`src/design/delay_timer_pkg.sv`:
```
// shared constants for the multi mode delay timer
package delay_timer_pkg;
  localparam int unsigned CLK_HZ = 100_000_000;
  // pulse generator output pulse width, in milliseconds
  localparam int unsigned PULSE_MS = 500;
  localparam int unsigned PULSE_CYC = PULSE_MS * (CLK_HZ / 1000);
  localparam int unsigned CNT_W = 32;
  localparam logic [31:0] DELAY_DEFAULT = 32'h0000_0064;
  typedef enum logic [1:0] {
    MODE_PULSE_GEN = 2'b00,
    MODE_ONE_SHOT = 2'b01,
    MODE_ON_OFF = 2'b10,
    MODE_LATCH = 2'b11
  } mode_t;
  typedef enum logic [1:0] {
    ST_IDLE = 2'b00,
    ST_DELAY = 2'b01,
    ST_ACTIVE = 2'b10,
    ST_DONE = 2'b11
  } state_t;
endpackage : delay_timer_pkg

```
`src/design/multi_mode_delay_timer.sv`:
```
// multi mode delay timer: one load output from power valid and a control input
module multi_mode_delay_timer #(
  parameter logic [31:0] PULSE_CYCLES = 32'(delay_timer_pkg::PULSE_CYC)
) (
  input wire logic i_ref_clk,
  input wire logic i_rstn,
  input wire logic i_power_valid,
  input wire logic i_control_input,
  input wire delay_timer_pkg::mode_t i_mode,
  input wire logic [31:0] i_delay_span,
  output logic o_load_switch
);
  import delay_timer_pkg::*;

  logic ctl_meta_r;
  logic ctl_sync_r;
  logic ctl_prev_r;
  logic closure;
  logic pv_prev_r;
  logic pv_rise;
  state_t state_r;
  logic [31:0] count_r;
  logic [31:0] span_m1;

  // two-stage synchroniser then edge detect, so one closure is one event
  always_ff @(posedge i_ref_clk or negedge i_rstn)
  begin
    if (!i_rstn)
    begin
      ctl_meta_r <= 1'b0;
      ctl_sync_r <= 1'b0;
      ctl_prev_r <= 1'b0;
    end
    else
    begin
      ctl_meta_r <= i_control_input;
      ctl_sync_r <= ctl_meta_r;
      ctl_prev_r <= ctl_sync_r;
    end
  end

  assign closure = ctl_sync_r && !ctl_prev_r;

  // power valid edge; power valid is taken as synchronous
  always_ff @(posedge i_ref_clk or negedge i_rstn)
  begin
    if (!i_rstn)
      pv_prev_r <= 1'b0;
    else
      pv_prev_r <= i_power_valid;
  end

  assign pv_rise = i_power_valid && !pv_prev_r;
  // a zero span still takes one cycle of timing
  assign span_m1 = (i_delay_span == 32'h0000_0000) ? 32'h0000_0000 : i_delay_span - 32'h1;

  // mode sequencer; power loss overrides everything and returns to rest
  always_ff @(posedge i_ref_clk or negedge i_rstn)
  begin
    if (!i_rstn)
    begin
      state_r <= ST_IDLE;
      count_r <= 32'h0;
      o_load_switch <= 1'b0;
    end
    else if (!i_power_valid)
    begin
      state_r <= ST_IDLE;
      count_r <= 32'h0;
      o_load_switch <= 1'b0;
    end
    else
    begin
      case (i_mode)
        MODE_PULSE_GEN:
        begin
          // control input never read here
          case (state_r)
            ST_IDLE:
            begin
              if (pv_rise)
              begin
                state_r <= ST_DELAY;
                count_r <= span_m1;
              end
            end
            ST_DELAY:
            begin
              if (count_r == 32'h0)
              begin
                state_r <= ST_ACTIVE;
                count_r <= PULSE_CYCLES - 32'h1;
                o_load_switch <= 1'b1;
              end
              else
                count_r <= count_r - 32'h1;
            end
            ST_ACTIVE:
            begin
              if (count_r == 32'h0)
              begin
                state_r <= ST_DONE;
                o_load_switch <= 1'b0;
              end
              else
                count_r <= count_r - 32'h1;
            end
            default:
              o_load_switch <= 1'b0;
          endcase
        end
        MODE_ONE_SHOT:
        begin
          if (state_r == ST_ACTIVE)
          begin
            // retrigger ignored, interval not extended
            if (count_r == 32'h0)
            begin
              state_r <= ST_IDLE;
              o_load_switch <= 1'b0;
            end
            else
              count_r <= count_r - 32'h1;
          end
          else
          begin
            state_r <= ST_IDLE;
            o_load_switch <= 1'b0;
            if (closure)
            begin
              state_r <= ST_ACTIVE;
              count_r <= span_m1;
              o_load_switch <= 1'b1;
            end
          end
        end
        MODE_ON_OFF:
        begin
          if (!ctl_sync_r)
          begin
            state_r <= ST_IDLE;
            o_load_switch <= 1'b0;
          end
          else
          begin
            case (state_r)
              ST_IDLE:
              begin
                state_r <= ST_DELAY;
                count_r <= span_m1;
                o_load_switch <= 1'b0;
              end
              ST_DELAY:
              begin
                if (count_r == 32'h0)
                begin
                  state_r <= ST_ACTIVE;
                  o_load_switch <= 1'b1;
                end
                else
                  count_r <= count_r - 32'h1;
              end
              default:
                o_load_switch <= 1'b1;
            endcase
          end
        end
        default:
        begin
          // memory latch
          state_r <= ST_IDLE;
          if (closure)
            o_load_switch <= !o_load_switch;
        end
      endcase
    end
  end

  property p_rest_when_unpowered;
    @(posedge i_ref_clk) disable iff (!i_rstn)
      !i_power_valid |=> !o_load_switch;
  endproperty
  a_rest_when_unpowered: assert property (p_rest_when_unpowered)
    else $error("load on after power loss");

  property p_latch_toggle;
    @(posedge i_ref_clk) disable iff (!i_rstn)
      (i_mode == MODE_LATCH && i_power_valid && closure) |=>
        (o_load_switch != $past(o_load_switch));
  endproperty
  a_latch_toggle: assert property (p_latch_toggle)
    else $error("latch did not toggle");

  property p_one_shot_fire;
    @(posedge i_ref_clk) disable iff (!i_rstn)
      (i_mode == MODE_ONE_SHOT && i_power_valid && closure && !o_load_switch)
        |=> o_load_switch;
  endproperty
  a_one_shot_fire: assert property (p_one_shot_fire)
    else $error("one shot did not fire");

  property p_on_off_open;
    @(posedge i_ref_clk) disable iff (!i_rstn)
      (i_mode == MODE_ON_OFF && !ctl_sync_r) |=> !o_load_switch;
  endproperty
  a_on_off_open: assert property (p_on_off_open)
    else $error("on/off load on with control open");

  property p_on_off_start_rest;
    @(posedge i_ref_clk) disable iff (!i_rstn)
      (i_mode == MODE_ON_OFF && i_power_valid && closure && state_r == ST_IDLE)
        |=> !o_load_switch;
  endproperty
  a_on_off_start_rest: assert property (p_on_off_start_rest)
    else $error("on/off load on at closure");

  property p_single_edge;
    @(posedge i_ref_clk) disable iff (!i_rstn)
      closure |=> !closure;
  endproperty
  a_single_edge: assert property (p_single_edge)
    else $error("closure event longer than one cycle");

  property p_pulse_no_repeat;
    @(posedge i_ref_clk) disable iff (!i_rstn)
      (i_mode == MODE_PULSE_GEN && state_r == ST_DONE && i_power_valid)
        |=> !o_load_switch;
  endproperty
  a_pulse_no_repeat: assert property (p_pulse_no_repeat)
    else $error("second pulse without power cycle");

  property p_one_shot_hold;
    @(posedge i_ref_clk) disable iff (!i_rstn)
      (i_mode == MODE_ONE_SHOT && state_r == ST_ACTIVE && count_r != 32'h0
        && i_power_valid) |=> (o_load_switch && count_r == $past(count_r) - 32'h1);
  endproperty
  a_one_shot_hold: assert property (p_one_shot_hold)
    else $error("one shot interval disturbed");

  // pulse mode: a power-up edge arms the delay with the load still at rest
  property p_pulse_arm;
    @(posedge i_ref_clk) disable iff (!i_rstn)
      (i_mode == MODE_PULSE_GEN && pv_rise && state_r == ST_IDLE)
        |=> (!o_load_switch && state_r == ST_DELAY);
  endproperty
  a_pulse_arm: assert property (p_pulse_arm)
    else $error("pulse delay not armed at power up");

  // pulse mode: delay expiry starts the output pulse
  property p_pulse_start;
    @(posedge i_ref_clk) disable iff (!i_rstn)
      (i_mode == MODE_PULSE_GEN && i_power_valid && state_r == ST_DELAY && count_r == 32'h0)
        |=> (o_load_switch && state_r == ST_ACTIVE);
  endproperty
  a_pulse_start: assert property (p_pulse_start)
    else $error("pulse did not start after delay");

  // pulse mode: pulse ends once its width has run out
  property p_pulse_end;
    @(posedge i_ref_clk) disable iff (!i_rstn)
      (i_mode == MODE_PULSE_GEN && i_power_valid && state_r == ST_ACTIVE && count_r == 32'h0)
        |=> (!o_load_switch && state_r == ST_DONE);
  endproperty
  a_pulse_end: assert property (p_pulse_end)
    else $error("pulse did not end after its width");

  // pulse mode: without a power-up edge nothing, closures included, leaves idle
  property p_pulse_idle_quiet;
    @(posedge i_ref_clk) disable iff (!i_rstn)
      (i_mode == MODE_PULSE_GEN && i_power_valid && !pv_rise && state_r == ST_IDLE)
        |=> (state_r == ST_IDLE);
  endproperty
  a_pulse_idle_quiet: assert property (p_pulse_idle_quiet)
    else $error("pulse mode left idle without power up");

  // one shot: expiry drops the load and rearms
  property p_one_shot_expire;
    @(posedge i_ref_clk) disable iff (!i_rstn)
      (i_mode == MODE_ONE_SHOT && i_power_valid && state_r == ST_ACTIVE && count_r == 32'h0)
        |=> (!o_load_switch && state_r == ST_IDLE);
  endproperty
  a_one_shot_expire: assert property (p_one_shot_expire)
    else $error("one shot did not release at expiry");

  // one shot: armed and waiting, the load stays at rest
  property p_one_shot_idle;
    @(posedge i_ref_clk) disable iff (!i_rstn)
      (i_mode == MODE_ONE_SHOT && i_power_valid && state_r == ST_IDLE && !closure)
        |=> (!o_load_switch && state_r == ST_IDLE);
  endproperty
  a_one_shot_idle: assert property (p_one_shot_idle)
    else $error("one shot left rest without trigger");

  // on/off: expiry with control still closed turns the load on
  property p_on_off_expire;
    @(posedge i_ref_clk) disable iff (!i_rstn)
      (i_mode == MODE_ON_OFF && i_power_valid && ctl_sync_r && state_r == ST_DELAY
        && count_r == 32'h0) |=> o_load_switch;
  endproperty
  a_on_off_expire: assert property (p_on_off_expire)
    else $error("on/off load not on after delay");

  // on/off: load stays on while control stays closed
  property p_on_off_hold;
    @(posedge i_ref_clk) disable iff (!i_rstn)
      (i_mode == MODE_ON_OFF && i_power_valid && ctl_sync_r && o_load_switch)
        |=> o_load_switch;
  endproperty
  a_on_off_hold: assert property (p_on_off_hold)
    else $error("on/off load dropped with control closed");

  // latch: without a closure the latched state does not move
  property p_latch_hold;
    @(posedge i_ref_clk) disable iff (!i_rstn)
      (i_mode == MODE_LATCH && i_power_valid && !closure)
        |=> (o_load_switch == $past(o_load_switch));
  endproperty
  a_latch_hold: assert property (p_latch_hold)
    else $error("latch changed without closure");
endmodule : multi_mode_delay_timer

```
`config.mk`:
```
export PLATFORM = sky130hd
export DESIGN_NAME = multi_mode_delay_timer
export DESIGN_NICKNAME = d
export VERILOG_FILES = /design/src/design/delay_timer_pkg.sv /design/src/design/multi_mode_delay_timer.sv
export SDC_FILE = /design/constraint.sdc
export NUM_CORES = 1
export LEC_CHECK = 0
export BUFFER_PORTS_ARGS = -buffer_cell sky130_fd_sc_hd__clkbuf_2
export CAP_MARGIN = 20
export CORE_ASPECT_RATIO = 0.7
export CORE_MARGIN = 2
export CORE_UTILIZATION = 50
export DETAILED_ROUTE_END_ITERATION = 7
export PLACE_DENSITY = 0.78
export SLEW_MARGIN = 20
export SYNTH_ARGS = -nofsm -noshare
export SYNTH_HDL_FRONTEND = slang
export SYNTH_SLANG_ARGS = --single-unit
```
`constraint.sdc`:
```
create_clock -name i_ref_clk -period 3.6 [get_ports i_ref_clk]
set_input_delay 0.54 -clock i_ref_clk [delete_from_list [all_inputs] [get_ports i_ref_clk]]
set_output_delay 0.54 -clock i_ref_clk [all_outputs]
set_load 0.01 [all_outputs]
```
[Word level (Yosys, flattened, before mapping)]
Cells that the tools add are included.
Word-level totals
  register bits after elaboration: 39
  bits of input ports: 38
  output and inout port bits: 1
  logic and storage cells: 68
Operators by class
  add/sub/neg operators: 2
  equality and inequality tests: 15
  muxes and demuxes: 32
  reduce and logical (&&, ||, !) cells: 12
Operators by type and width (count)
  two-way mux 32 bit: 8
  one-hot mux 32 bit (3 select lines): 2
  logical NOT 32 bit: 2
  one-hot mux 32 bit (2 select lines): 1
  subtractor 32 x 1 -> 32 bit (second input constant): 2
  two-way mux 2 bit: 8
  inequality test 4 bit (second input constant): 4
  one-hot mux 2 bit (3 select lines): 2
  inequality test 5 x 3 -> 1 bit (second input constant): 2
  two-way mux 1 bit: 7
  inequality test 3 bit (second input constant): 2
  one-hot mux 1 bit (3 select lines): 2
  AND reduction 6 bit: 1
  inequality test 5 x 1 -> 1 bit (second input constant): 1
  AND reduction 5 bit: 1
  == test 2 x 1 -> 1 bit (second input constant): 2
  == test 2 bit (second input constant): 2
  logical NOT 2 bit: 2
  inequality test 4 x 1 -> 1 bit (second input constant): 1
  inequality test 4 x 2 -> 1 bit (second input constant): 1
  one-hot mux 2 bit (2 select lines): 1
  logical NOT 1 bit: 3
  logical AND 1 bit: 2
  one-hot mux 1 bit (2 select lines): 1
  AND reduction 2 bit: 1

[Depth between registers and ports, before layout]
  depth in word-level cells: 6
  depth in mapped cells: 12
  mapped depth without buffers: 11

[Worst setup path before layout]
OpenSTA, ideal clock, no wires.
  path type: flip-flop to flip-flop
  start point: register count_r[18]
  end point: register count_r[0]
  library setup time: 0.142 ns
  arrival time: 3.003 ns
  data required time: 3.458 ns
  path slack: 0.455 ns
  cell stages (with the launch flop): 12
  path buffers: 2
  period minus slack after synthesis: 3.145 ns
  path through: dfrtp_1 or4_1 or4_1 clkbuf_1 nor4_4 inv_2 clkbuf_1 ha_1 nand2_1 o21ai_0 o221ai_1 o221ai_1
Between the ends
  cells in the longest elaborated chain, start to end: 6
  elaborated cells on any way between the ends: 9
  classes of those cells: mux (8); reduce/logical (1)
RTL lines
  from (decl): RTL line multi_mode_delay_timer.sv:22  | logic [31:0] count_r;
  from (signal assigned): RTL line multi_mode_delay_timer.sv:84  | count_r <= span_m1;
  from (signal assigned): RTL line multi_mode_delay_timer.sv:92  | count_r <= PULSE_CYCLES - 32'h1;
  from (signal assigned): RTL line multi_mode_delay_timer.sv:96  | count_r <= count_r - 32'h1;
  logical NOT 32 bit (*)
  two-way mux 32 bit
  one-hot mux 32 bit (2 select lines)
  two-way mux 32 bit
  one-hot mux 32 bit (3 select lines) (*): RTL line multi_mode_delay_timer.sv:74  | case (i_mode)
  two-way mux 32 bit (*): RTL line multi_mode_delay_timer.sv:66  | else if (!i_power_valid)
Every way passes the cells marked *; elsewhere a longest branch is shown, timed or not. The select of a mux whose other input is x is not followed.
A chain may end at the register's enable or synchronous reset.

[Final worst setup path]
  start point: register count_r[18]
  end point: register count_r[1]
The elaborated chain is that of the path after synthesis.

==> impl_metrics.env <==
export IMPL_path_max_fanout=24
export IMPL_power_total_w=0.00184
export IMPL_ir_worst_vdd_uv=277
export IMPL_synth_edf_count=0
export IMPL_start_util_pct=51.7
export IMPL_synthArstFlopShare_pct=100
export IMPL_muxShareOfSynthArea_pct=0.277
export IMPL_worstPathArrival_ns=3.40
export IMPL_grt_pass1_wl_mm=24.8
export IMPL_period_share_pct=89.6
export IMPL_drc=0
export IMPL_grt_pass1_vias=4520
export IMPL_post_place_cells=668
export IMPL_synth_compound_area_share_pct=31.1
export IMPL_synthDistinctLibCells=68
export IMPL_final_hold_viol_count=0
export IMPL_synth_xor_area_share_pct=6.89
export IMPL_max_cap_violations=0
export IMPL_status="finished clean"
export IMPL_num_vias=4972
export IMPL_nFillCells=746
export IMPL_avgSynthCellArea_um2=7.68
export IMPL_postCtsSetupBuffers=0
export IMPL_cts_tree="done"
export IMPL_cp_required_ns=3.77
export IMPL_min_period_ns=3.22
export IMPL_finalWeightedCongestion=1.03
export IMPL_ys_seq_area_share_pct=24.0
export IMPL_start_kind="flip-flop"
export IMPL_drt_wl_total_mm=15.6
export IMPL_use_met3_pct=13.7
export IMPL_synthFlopType="dfrtp_1"
export IMPL_met2_usage_pct=51.3
export IMPL_clk_path_buf_depth=2
export IMPL_worstSkewPairLatency_ns=0.30
export IMPL_synth_top_family_by_area="compound AO/OA/AOI/OAI gates"
export IMPL_synthCells=530
export IMPL_via_per_inst=7.36
export IMPL_rsz0062_at_grt="no"
export IMPL_clock_sinks=39
export IMPL_synth_fp_nets=579
export IMPL_firstDrtPassIters=5
export IMPL_syn_to_final_growth_pct=14.2
export IMPL_setup_viol=0
export IMPL_multi_input_area_um2=2870
export IMPL_io_pins=39
export IMPL_max_freq_mhz=310
export IMPL_io_buffers=38
export IMPL_coreArea_um2=7870
export IMPL_postCtsHoldBufs=0
export IMPL_netlist_area_um2=4070
export IMPL_layout_cells_non_filler=676
export IMPL_yosysWarnings=0
export IMPL_layout_nets=623
export IMPL_hold_class="input pin to async pin"
export IMPL_routed_wire_length_per_instance_um=23.0
export IMPL_die_y_um=79.5
export IMPL_synth_fa_ha_area_share_pct=3.38
export IMPL_seqCellArea_um2=976
export IMPL_tns_ns=0
export IMPL_met1_usage_pct=49.1
export IMPL_cp_end_kind="flip-flop"
export IMPL_cts_root_buffer="clkbuf_16"
export IMPL_drtIter0Drc=740
export IMPL_overflow=0
export IMPL_drive_gt1_share_pct=15.7
export IMPL_slew_headroom_pct=41.4
export IMPL_p_leak_nw=1.88
export IMPL_slew_violations=0
export IMPL_postLayoutCoreUtil_pct=59.1
export IMPL_detail_route_antenna_nets=0
export IMPL_cts_resized=0
export IMPL_grt_max_degree=40
export IMPL_cts_buffers=5
export IMPL_synth_seq_cells=39
export IMPL_fin_skew_ns=0.00714
export IMPL_clkTransAtPathRegs_ns=0.06
export IMPL_dpl_hpwl_mm=11.6
export IMPL_path_class="flip-flop to flip-flop"
export IMPL_die_width_um=112
export IMPL_rows=27
export IMPL_htree_levels=2
export IMPL_antennaDiodeCount=0
export IMPL_top_usage_layer="met2"
export IMPL_dieArea_um2=8890
export IMPL_synthSimpleGateAreaFrac_pct=28.7
export IMPL_grt_antenna_before_repair=0
export IMPL_tightest_slew_ns=0.870
export IMPL_grtUsageTotal_pct=35.8
export IMPL_power_density_nw_per_um2=395
-- metrics by stage --
step	cell area [um2]	hold slack, ns	setup WS [ns]
6_report	4650	0.223	0.376
5_1_grt	4650	0.271	0.255
3_3_place_gp	4490	0.332	0.418
2_1_floorplan	4070	0.244	0.455
4_1_cts	4650	0.346	0.443
3_5_place_dp	4490	0.343	0.387
-- logic make-up after synthesis --
| kind of cell | count (synthesis) |
|---|---|
| AO/OA/AOI/OAI | 176 |
| adder cells (fa/ha/maj) | 11 |
| multiplexers | 1 |
| flip-flops | 39 |
| XOR/XNOR | 32 |
| buffers and inverters | 55 |
| AND/OR/NAND/NOR | 216 |
-- layout make-up --
| type | count | share of cell area [%] |
|---|---|---|
| well taps | 101 | 2.72 |
| clock buffers | 8 | 3.36 |
| repair buffers | 72 | 9.63 |
| flip-flops and latches | 39 | 21.0 |
| inverters | 20 | 1.61 |
| multi-input cells | 436 | 61.7 |
-- worst paths after layout --
path                               to  slack, ns             from  cells past startpoint
max in group asynchronous  count_r[7]       2.98           i_rstn                      1
min                         pv_prev_r       0.22           i_rstn                      1
max                        count_r[1]       0.38      count_r[18]                      8
min in group i_ref_clk     ctl_meta_r       0.35  i_control_input                      1
min reg2reg                ctl_sync_r       0.36       ctl_meta_r                      0
max reg2reg                count_r[1]       0.38      count_r[18]                      8
-- cell usage after synthesis (6+ instances only) --
master     n  area [um2]
nand2_1   48         180
dfrtp_1   39         976
nor2_1    32         120
o21ai_0   32         160
clkbuf_1  28         105
nor3_1    26         130
nor4_1    24         150
a21oi_1   22         110
xor2_1    21         184
inv_1     19        71.3
nand3_1   18        90.1
a211oi_1  15         113
o31ai_1   15         113
or3_1     15        93.8
nand4_1   14        87.6
or4_1     14         105
ha_1      11         138
xnor2_1   11        96.3
a31oi_1    9        56.3
a22o_1     6        52.6
a32o_1     6        60.1
nand2b_1   6        37.5
-- worst max-delay path: stages, from the launching register on --
cell and delay [ns]:
dfrtp_1 0.43, or4_1 0.63, or4_1 0.63, nor4_4 0.46, inv_2 0.08, buf_4 0.25, o21ai_0 0.19, a22oi_1 0.09
a221o_1 0.33
-- registers in the layout, indices dropped and copies added, names as in the netlist --
signal         cells
count_r           32
state_r            2
ctl_meta_r         1
ctl_prev_r         1
ctl_sync_r         1
o_load_switch      1
pv_prev_r          1
-- where the power goes --
| part | switching [W] | internal (W) | total, W |
|---|---|---|---|
| combinational | 0.000500 | 0.000285 | 0.000785 |
| clock | 0.000197 | 0.000296 | 0.000493 |
| sequential | 0.0000752 | 0.000484 | 0.000559 |
| total | 0.000773 | 0.00106 | 0.00184 |
-- metal layers --
| metal | routed length, um | vias up |
|---|---|---|
| met2 | 6250 | 416 |
| met4 | 440 | 0 |
| li1 | - | 2182 |
| met3 | 2580 | 54 |
| met1 | 6290 | 2320 |
| met5 | 0 | - |
-- layout by cell type (no fill, tap or decap), types with 4 or more instances in the layout --
cell type	n
inv_1	19
ha_1	11
clkbuf_16	5
clkbuf_2	37
nor3_1	26
nor4_1	24
or4_1	14
o211ai_1	5
o21ai_0	32
o22ai_1	5
a22oi_1	4
o31ai_1	15
nand2_1	48
a31oi_1	8
a21oi_1	22
nand4_1	14
xnor2_1	11
dfrtp_1	39
xor2_1	21
buf_4	35
nor2_1	32
a211o_1	4
a211oi_1	15
nand3_1	18
nor4b_1	4
a22o_1	6
a32o_1	6
nand2b_1	6
or3_1	15
a21o_1	5
o41ai_1	4
(Power assumes the default switching activity.)
